[src/hdl/lpm_pkg.sv]
// Constants for the low-power mode release controller.
package lpm_pkg;
    // Register indices on the plain register port.
    localparam logic [1:0] ADDR_SYSCTL_ONE = 2'h0;
    localparam logic [1:0] ADDR_SYSCTL_TWO = 2'h1;
    localparam logic [1:0] ADDR_WARMUP = 2'h2;
    localparam logic [1:0] ADDR_STATUS = 2'h3;
    // system_control_one fields.
    localparam int SC1_SLEEP_BIT = 7;
    localparam int SC1_VDET_RST_BIT = 1;
    localparam int SC1_KEY_LEVEL_BIT = 0;
    // system_control_two fields.
    localparam int SC2_XEN_BIT = 7;
    localparam int SC2_XTEN_BIT = 6;
    localparam int SC2_SYSCK_BIT = 5;
    localparam int SC2_HALT_BIT = 4;
    // Reset values: single-clock fast run, every request clear.
    localparam logic [7:0] SC1_RESET = 8'h00;
    localparam logic [7:0] SC2_RESET = 8'h80;
    localparam logic [7:0] WARMUP_RESET = 8'hFF;
    // Status register fields.
    localparam int ST_HF_BIT = 7;
    localparam int ST_LF_BIT = 6;
    localparam int ST_SRC_BIT = 5;
    localparam int ST_MODE_LSB = 3;
    localparam int ST_STATE_LSB = 0;
    // Clock and machine cycle timing.
    localparam int CLK_PERIOD_PS = 5000;
    localparam int MACHINE_CYCLE_PS = 20000;
    localparam int MC_CYCLES_INT = (MACHINE_CYCLE_PS + CLK_PERIOD_PS - 1) / CLK_PERIOD_PS;
    localparam logic [7:0] MC_CYCLES = MC_CYCLES_INT[7:0];
    localparam logic [7:0] ZERO8 = 8'h00;
    localparam logic [7:0] ONE8 = 8'h01;
    // Run modes that may precede a deep sleep.
    typedef enum logic [1:0] {
        MODE_SINGLE_FAST,
        MODE_DUAL_FAST,
        MODE_LOW_FREQ
    } run_mode_e;
    // Controller states.
    typedef enum logic [2:0] {
        ST_RUN,
        ST_HALT,
        ST_SLEEP,
        ST_RESET_HOLD,
        ST_WARMUP
    } lpm_state_e;
endpackage : lpm_pkg

[src/hdl/lpm_release_ctrl.sv]
// Low-power mode controller: deep-sleep entry, release and warm-up, CPU-halt entry and release.
// What this block does
// Sleep bit write stops both oscillators.
// Key-wakeup at selected level releases deep sleep.
// Key level reversal after warm-up start ignored.
// Supply drop with detector reset releases, asserts reset.
// Supply recovery releases reset, warm-up, single-clock run.
// Supply recovery within one machine cycle ignored.
// Release restarts oscillation, then counted halted warm-up.
// Warm-up end resumes, clears prescaler and divider.
// From single-clock run restart fast oscillator only.
// From dual-clock run restart both oscillators.
// From low-frequency run restart slow oscillator only.
// Dual-clock return feeds fast clock to warm-up divider.
// Halt stops CPU and watchdog, peripherals run.
// Halt retains memory, registers, status, port latches.
// Halted program counter points two instructions ahead.
// Software clears master enable, sets wake enables first.
// Halt bit write enters CPU-halt mode.
// Pending release at entry keeps halt bit clear.
// Watchdog interrupt just before entry blocks halt.
// Halt release clears halt bit, restores mode.
// Any reset releases halt, warms up, single-clock.
// Master off: enabled latch wakes without service.
// Master on: enabled latch wakes and is serviced.
//
// The address map and strobed register access were chosen for this implementation.
`timescale 1ns/1ps
module lpm_release_ctrl
    import lpm_pkg::*;
#(
    parameter int NUM_IRQ = 8,
    parameter int WU_DIV = 64
) (
    // Clock and reset.
    input wire logic CORE_CLK,
    input wire logic RST,
    // Register port.
    input wire logic [1:0] ADDR,
    input wire logic [7:0] WDATA,
    input wire logic WR,
    input wire logic RD,
    output logic [7:0] RDATA,
    // Pins from outside the clock domain.
    input wire logic KEY_WAKE,
    input wire logic VDET_LOW,
    input wire logic EXT_RESET,
    // Interrupt state from the CPU core.
    input wire logic MASTER_IRQ_ENABLE,
    input wire logic [NUM_IRQ-1:0] IRQ_PENDING_LATCH,
    input wire logic [NUM_IRQ-1:0] PER_SOURCE_IRQ_ENABLE,
    input wire logic WDT_IRQ,
    // Clock and core control.
    output logic FAST_OSC_EN,
    output logic SLOW_OSC_EN,
    output logic WARMUP_SRC_FAST,
    output logic CPU_HALT,
    output logic WDT_HALT,
    output logic PERIPH_HALT,
    output logic SYS_RESET,
    output logic PRESCALER_CLEAR,
    output logic RESUME,
    output logic SERVICE_IRQ
);
    import lpm_pkg::*;

    localparam int DIVW = $clog2(WU_DIV + 1);
    localparam logic [DIVW-1:0] DIV_LAST = DIVW'(WU_DIV - 1);
    localparam logic [DIVW-1:0] DIV_ZERO = '0;

    ////////////////////////////////////////////////////////////////////////////////
    // Pin synchronisers.

    logic key_meta_r, key_r, vdet_meta_r, vdet_r, xrst_meta_r, xrst_r;

    // Two stages per pin; only the second stage feeds any logic.
    always_ff @(posedge CORE_CLK) begin
        key_meta_r <= KEY_WAKE;
        key_r <= key_meta_r;
        vdet_meta_r <= VDET_LOW;
        vdet_r <= vdet_meta_r;
        xrst_meta_r <= EXT_RESET;
        xrst_r <= xrst_meta_r;
    end

    ////////////////////////////////////////////////////////////////////////////////
    // Registers and state.

    logic [7:0] sc1_r, sc2_r, warmup_r;
    lpm_state_e state_r;
    run_mode_e prior_mode_r;
    logic [7:0] wu_cnt_r;
    logic [DIVW-1:0] div_r;
    logic [7:0] guard_r;
    logic wu_src_fast_r;

    logic wr_sc1, wr_sc2, sleep_req, halt_req, wake_latch, halt_refused;
    logic key_release, vdet_rst_req, reset_req, wu_tick, wu_done;
    run_mode_e cur_mode;

    assign wr_sc1 = WR && (ADDR == ADDR_SYSCTL_ONE);
    assign wr_sc2 = WR && (ADDR == ADDR_SYSCTL_TWO);
    assign sleep_req = wr_sc1 && WDATA[SC1_SLEEP_BIT] && (state_r == ST_RUN);
    assign halt_req = wr_sc2 && WDATA[SC2_HALT_BIT] && (state_r == ST_RUN);
    // A wake source already pending, or a watchdog interrupt, keeps the core running.
    assign wake_latch = |(IRQ_PENDING_LATCH & PER_SOURCE_IRQ_ENABLE);
    assign halt_refused = wake_latch || WDT_IRQ;
    // Key-wakeup matches the configured release level, high or low.
    assign key_release = (key_r == sc1_r[SC1_KEY_LEVEL_BIT]);
    assign vdet_rst_req = sc1_r[SC1_VDET_RST_BIT] && vdet_r;
    assign reset_req = xrst_r || vdet_rst_req;
    assign wu_tick = (div_r == DIV_LAST);
    assign wu_done = wu_tick && (wu_cnt_r == ZERO8);

    // Current run mode derived from the clock settings of the second control register.
    always_comb begin
        if (sc2_r[SC2_SYSCK_BIT]) begin
            cur_mode = MODE_LOW_FREQ;
        end else if (sc2_r[SC2_XTEN_BIT]) begin
            cur_mode = MODE_DUAL_FAST;
        end else begin
            cur_mode = MODE_SINGLE_FAST;
        end
    end

    ////////////////////////////////////////////////////////////////////////////////
    // Mode sequencer.

    // Resets win over every other event, except in sleep inside the guard window, so a halted or sleeping core always comes back.
    always_ff @(posedge CORE_CLK) begin
        if (RST) begin
            state_r <= ST_RESET_HOLD;
        end else if (reset_req && (state_r != ST_SLEEP || guard_r == ZERO8)) begin
            state_r <= ST_RESET_HOLD;
        end else begin
            case (state_r)
                ST_RUN: begin
                    if (sleep_req) begin
                        state_r <= ST_SLEEP;
                    end else if (halt_req && !halt_refused) begin
                        state_r <= ST_HALT;
                    end
                end
                ST_HALT: begin
                    if (wake_latch) begin
                        state_r <= ST_RUN;
                    end
                end
                ST_SLEEP: begin
                    if (key_release) begin
                        state_r <= ST_WARMUP;
                    end
                end
                ST_RESET_HOLD: begin
                    state_r <= ST_WARMUP;
                end
                ST_WARMUP: begin
                    // Key level is no longer looked at here, so sleep is never re-entered.
                    if (wu_done) begin
                        state_r <= ST_RUN;
                    end
                end
                default: begin
                    state_r <= ST_RESET_HOLD;
                end
            endcase
        end
    end

    // Guard window of one machine cycle after sleep entry: the sequencer ignores supply events inside it, though SYS_RESET still follows them.
    always_ff @(posedge CORE_CLK) begin
        if (RST) begin
            guard_r <= ZERO8;
        end else if (sleep_req) begin
            guard_r <= MC_CYCLES;
        end else if (guard_r != ZERO8) begin
            guard_r <= guard_r - ONE8;
        end
    end

    // Remember the run mode in effect when deep sleep began; a reset forces single-clock run.
    always_ff @(posedge CORE_CLK) begin
        if (RST) begin
            prior_mode_r <= MODE_SINGLE_FAST;
        end else if (state_r == ST_RESET_HOLD) begin
            prior_mode_r <= MODE_SINGLE_FAST;
        end else if (sleep_req) begin
            prior_mode_r <= cur_mode;
        end
    end

    ////////////////////////////////////////////////////////////////////////////////
    // Warm-up divider and counter.

    // The divider stands for the oscillator-fed prescaler; it is held clear outside warm-up.
    always_ff @(posedge CORE_CLK) begin
        if (RST || state_r != ST_WARMUP) begin
            div_r <= DIV_ZERO;
        end else if (wu_tick) begin
            div_r <= DIV_ZERO;
        end else begin
            div_r <= div_r + DIVW'(1);
        end
    end

    // Count loads on entry to warm-up and runs down on each divided tick.
    always_ff @(posedge CORE_CLK) begin
        if (RST) begin
            wu_cnt_r <= WARMUP_RESET;
        end else if (state_r != ST_WARMUP) begin
            wu_cnt_r <= warmup_r;
        end else if (wu_tick && wu_cnt_r != ZERO8) begin
            wu_cnt_r <= wu_cnt_r - ONE8;
        end
    end

    // Divider source: the fast clock unless the prior mode ran on the slow clock alone.
    always_ff @(posedge CORE_CLK) begin
        if (RST) begin
            wu_src_fast_r <= 1'b1;
        end else if (state_r != ST_WARMUP) begin
            wu_src_fast_r <= (prior_mode_r != MODE_LOW_FREQ);
        end
    end

    ////////////////////////////////////////////////////////////////////////////////
    // Software registers.

    // First control register: the sleep bit self-clears when the core resumes.
    always_ff @(posedge CORE_CLK) begin
        if (RST) begin
            sc1_r <= SC1_RESET;
        end else if (state_r == ST_WARMUP && wu_done) begin
            sc1_r[SC1_SLEEP_BIT] <= 1'b0;
        end else if (wr_sc1 && state_r == ST_RUN) begin
            sc1_r <= WDATA;
        end
    end

    // Second control register: the halt bit is set only on a taken entry and clears on release.
    always_ff @(posedge CORE_CLK) begin
        if (RST || state_r == ST_RESET_HOLD) begin
            sc2_r <= SC2_RESET;
        end else if (state_r == ST_HALT && wake_latch) begin
            sc2_r[SC2_HALT_BIT] <= 1'b0;
        end else if (wr_sc2 && state_r == ST_RUN) begin
            sc2_r <= WDATA;
            sc2_r[SC2_HALT_BIT] <= WDATA[SC2_HALT_BIT] && !halt_refused && !sleep_req;
        end
    end

    // Warm-up length, in divided ticks.
    always_ff @(posedge CORE_CLK) begin
        if (RST) begin
            warmup_r <= WARMUP_RESET;
        end else if (WR && ADDR == ADDR_WARMUP) begin
            warmup_r <= WDATA;
        end
    end

    // Read data appear in the cycle after the strobe and only there.
    always_ff @(posedge CORE_CLK) begin
        if (RST || !RD) begin
            RDATA <= ZERO8;
        end else if (ADDR == ADDR_SYSCTL_ONE) begin
            RDATA <= sc1_r;
        end else if (ADDR == ADDR_SYSCTL_TWO) begin
            RDATA <= sc2_r;
        end else if (ADDR == ADDR_WARMUP) begin
            RDATA <= warmup_r;
        end else begin
            RDATA <= {FAST_OSC_EN, SLOW_OSC_EN, WARMUP_SRC_FAST, 2'(prior_mode_r), 3'(state_r)};
        end
    end

    ////////////////////////////////////////////////////////////////////////////////
    // Oscillator enables.

    // Sleep and reset hold stop both; warm-up restarts what the prior mode used; run follows the register.
    always_ff @(posedge CORE_CLK) begin
        if (RST) begin
            FAST_OSC_EN <= 1'b0;
            SLOW_OSC_EN <= 1'b0;
        end else if (state_r == ST_SLEEP || state_r == ST_RESET_HOLD || sleep_req) begin
            FAST_OSC_EN <= 1'b0;
            SLOW_OSC_EN <= 1'b0;
        end else if (state_r == ST_WARMUP) begin
            FAST_OSC_EN <= (prior_mode_r != MODE_LOW_FREQ);
            SLOW_OSC_EN <= (prior_mode_r != MODE_SINGLE_FAST);
        end else begin
            FAST_OSC_EN <= sc2_r[SC2_XEN_BIT];
            SLOW_OSC_EN <= sc2_r[SC2_XTEN_BIT] || sc2_r[SC2_SYSCK_BIT];
        end
    end

    ////////////////////////////////////////////////////////////////////////////////
    // Core control outputs.

    // CPU and watchdog stop in halt and in every sleep phase; peripherals stop in every state but run and halt.
    always_ff @(posedge CORE_CLK) begin
        if (RST) begin
            CPU_HALT <= 1'b1;
            WDT_HALT <= 1'b1;
            PERIPH_HALT <= 1'b1;
            SYS_RESET <= 1'b1;
            WARMUP_SRC_FAST <= 1'b1;
        end else begin
            // The core freezes its pc two ahead and keeps its state while this is high.
            CPU_HALT <= (state_r != ST_RUN);
            WDT_HALT <= (state_r != ST_RUN);
            PERIPH_HALT <= (state_r != ST_RUN) && (state_r != ST_HALT);
            SYS_RESET <= (state_r == ST_RESET_HOLD) || reset_req;
            WARMUP_SRC_FAST <= wu_src_fast_r;
        end
    end

    // One-cycle pulses marking a resume, and whether the waking interrupt is to be serviced.
    always_ff @(posedge CORE_CLK) begin
        if (RST) begin
            PRESCALER_CLEAR <= 1'b0;
            RESUME <= 1'b0;
            SERVICE_IRQ <= 1'b0;
        end else begin
            PRESCALER_CLEAR <= (state_r == ST_WARMUP) && wu_done;
            RESUME <= ((state_r == ST_WARMUP) && wu_done) || ((state_r == ST_HALT) && wake_latch && !reset_req);
            SERVICE_IRQ <= (state_r == ST_HALT) && wake_latch && !reset_req && MASTER_IRQ_ENABLE;
        end
    end
endmodule : lpm_release_ctrl

[config.mk]
export PLATFORM = sky130hd
export DESIGN_NAME = lpm_release_ctrl
export DESIGN_NICKNAME = d
export VERILOG_FILES = /design/src/hdl/lpm_pkg.sv /design/src/hdl/lpm_release_ctrl.sv
export SDC_FILE = /design/constraint.sdc
export NUM_CORES = 1
export LEC_CHECK = 0
export ABC_AREA = 1
export ABC_CLOCK_PERIOD_IN_PS = 1500
export BUFFER_PORTS_ARGS = -buffer_cell sky130_fd_sc_hd__buf_2
export CORE_UTILIZATION = 56
export CTS_CLUSTER_DIAMETER = 100
export DETAILED_ROUTE_END_ITERATION = 8
export PLACE_DENSITY_LB_ADDON = 0.25
export REMOVE_ABC_BUFFERS = 1
export SLEW_MARGIN = 20
export SYNTH_ARGS = -nofsm -noshare
export SYNTH_HDL_FRONTEND = slang
export SYNTH_SLANG_ARGS = --single-unit
[constraint.sdc]
create_clock -name CORE_CLK -period 1.5 [get_ports CORE_CLK]
set_input_delay 0.15 -clock CORE_CLK [delete_from_list [all_inputs] [get_ports CORE_CLK]]
set_output_delay 0.15 -clock CORE_CLK [all_outputs]
set_load 0.01 [all_outputs]
==> summary.md <==
| Metric | Value |
|---|---|
| Outcome | complete, no violations |
| Initial antenna violation count | 1 |
| Total gr overflow | 0 |
| Placed Cells | 569 |
| Clock Skews | 0.0114 ns |
| Pin count of the biggest net entering global routing | 17 |
| Pre-CTS WS | -0.0189 ns |
| Slew HR | 65.8% |
| Total negative slack | 0 ns |
| Max Fclk | 705 MHz |
| 1st-pass router iterations | 5 |
| Port Buf Inserts | 52 |
| VDD IR max | 795 uV |
| RSZ-0062 raised after global routing | true |
| Clock-pin slew on the worst setup and hold paths | 0.08 ns |
| Vias per Instance | 5.18 |
| CP startpoint kind | flip-flop |
| Top cell type's share of synthesized area | 45.5% |
| Area leader, netlist | dfxtp_1 |
| Post-Route WL | 7580 um |
| Finished Cell Area | 0.00413 mm^2 |
| CP Class | reg2reg |
| Final Setup Violations | 0 |
| Period utilization | 94.5% |
| Synth async-reset ratio | 0% |
| Crit path DAT | 1.70 ns |
| EDFF count, synth | 0 |
| Warnings, synthesis | 0 |
| Share of cells above drive strength 1 | 27.1% |
| Clk buf depth | 2 |
| Worst-Margin Slew | 0.512 ns |
| Via count | 3074 |
| Worst setup margin | 0.0822 ns |
| CTS tree | yes |
| IO Pins | 53 |
| Finished Layout Cells | 593 |
| Area after DPL | 0.00377 mm^2 |
| Clock sink count | 76 |
| Post-Syn Area | 0.00334 mm^2 |
| Leakage | 1.81 nW |
| Post-detail-place hpwl | 5660 um |
| Largest fanout on the critical path | 4 |
| Root Buffer | clkbuf_8 |
| Routed Antenna Nets | 0 |
| Area of the core | 0.00564 mm^2 |
| Total CTS buffers | 9 |
| Starting density of the core | 59.2% |
| CTS HTree Levels | 3 |
| Gpl congestion | 0.879 |
| Die H | 79.2 um |
| Final design utilization | 73.2% |
| Slew Viols, Final | 0 |
| First-pass GRT wire length | 12300 um |
| Final hold vios | 0 |
| Most common cell in the netlist | nand2_1 |
| Hold Path Class | in2reg |
| Vias in the first global route | 2722 |
| Pwr per Cell Area | 1180 mW/mm^2 |
| Reg2Reg Setup Slack | 0.08 ns |
| Die footprint | 0.00628 mm^2 |
| Cells after Synth | 437 |
| Avg Cell Area, Syn | 7.64 um^2 |
| Final min period | 1.42 ns |
| Chip width | 79.2 um |
| WL/cell | 12.8 um |
| Top cells by count, synth | 85 x nand2_1, 76 x dfxtp_1, 49 x inv_1 |
| Skew-Pair Late Insertion Delay | 0.35 ns |
| Site Rows | 27 |
| Area grow syn2layout | 23.6% |
| Area contributors post-synth | dfxtp_1 46%, nand2_1 9.6%, o21ai_0 7.2%, inv_1 5.5%, nor2_1 4.9% |
| Top_reg_cell synth | dfxtp_1 |
| CP endpoint kind | flip-flop |
| GRT Total Usage | 25.7% |
| Nets | 554 |
| Library cells used by synthesis | 34 |
| 1st-iter DRT viols | 180 |
| Maxcap violations | 0 |
| Critical Path RT | 1.78 ns |
| Drt drc | 0 |
| Fillers | 437 |
| #FFs+latches synth | 76 |
| Sequential-to-total area share from yosys stat | 45.5% |
## power by group
part	internal, mW	switching (mW)
registers	2.16	0.102
logic	0.428	0.592
clock network	0.797	0.804
## cell usage in the layout, fill, tap and decap left out, types with 2 or more instances in the layout
cell / count
nor3_4: 2
inv_2: 8
nor2_1: 40
buf_4: 21
nor2_2: 5
clkinv_4: 2
xnor2_1: 4
o21ai_1: 3
o21ai_0: 47
dfxtp_2: 3
nand4_1: 5
nand3_2: 6
ha_1: 2
nand3_1: 13
nand2_1: 81
dfxtp_1: 73
clkbuf_8: 9
xor2_1: 5
or2_2: 3
o211ai_1: 9
nor3_1: 2
dlygate4sd3_1: 4
nor2_4: 11
inv_6: 2
nand2_2: 8
inv_1: 48
o2111ai_1: 7
a21oi_1: 31
nor3b_1: 2
buf_2: 52
## final timing paths
path,startpoint,to,cells after the start
worst max-delay path,guard_r[1]$_SDFFE_PP0P_,guard_r[0]$_SDFFE_PP0P_,7
worst min-delay path,WDATA[4],warmup_r[4]$_SDFFE_PP1P_,3
worst max register to register,guard_r[1]$_SDFFE_PP0P_,guard_r[0]$_SDFFE_PP0P_,7
worst min register to register,key_meta_r$_DFF_P_,key_r$_DFF_P_,0
## layer usage
layer | vias to the layer above | global-route usage (%) | part of all wire, %
met2 | 78 | 40.8 | 47
met4 | 0 | 11.6 | 1.2
met1 | 1395 | 33.5 | 45
met3 | 9 | 5.06 | 6.1
met5 | - | 0 | 0
li1 | 1592 | - | -
## flip-flops by register name (all words and copies together), names as in the netlist, 2 cells and up
signal	count
sc1_r	8
RDATA	8
wu_cnt_r	8
prior_mode_r	2
div_r	7
sc2_r	8
state_r	3
guard_r	8
warmup_r	8
## layout make-up
class                   count  area, um^2  share of cell area, %
diodes                      1        2.50                 0.0606
clock buffers               9         124                   3.00
clock inverters             7        83.8                   2.03
inverters                  57         214                   5.18
multi-input cells         294        1630                   39.5
flip-flops and latches     76        1530                   36.9
well taps                  72        90.1                   2.18
repair buffers             77         458                   11.1
## critical path, stage by stage (launching register included)
cell and delay (ns):
dfxtp_2 0.35, inv_1 0.09, ha_4 0.14, nand3_2 0.09
inv_2 0.07, nand4_1 0.18, or2_2 0.33, a21boi_1 0.11
## per-stage QoR
stage / total power [mW] / hold WS (ns)
floorplan: 2.88 / 0.178
global placement: 3.15 / 0.254
detailed placement: 3.17 / 0.255
CTS: 4.76 / 0.0402
global route: 5.15 / 0.0589
finish: 4.88 / 0.0465
## repair_timing
| item | 4_1_cts | 5_1_grt |
|---|---|---|
| hold buffers | 4 | 0 |
| pin swaps | 0 | 10 |
| endpoints found under the hold margin | 4 | 0 |
| resized for setup | 1 | 25 |
| endpoints found under the setup margin | 7 | 23 |
| setup buffers | 0 | 3 |
## cell families (layout without fill, tap and decap cells)
kind of cell               Yosys count  in the layout  synth area share [%]
AOI/OAI and AO/OA                  101            101                  17.0
and+or+nand+nor                    180            180                  25.4
xor gates and xnor gates             9              9                  2.36
buffers and inverters               67            150                  8.13
DFF                                 76             76                  45.5
adders and majority gates            4              4                  1.50
other                                0              1                     0
Power figures use the tool's default switching activity.
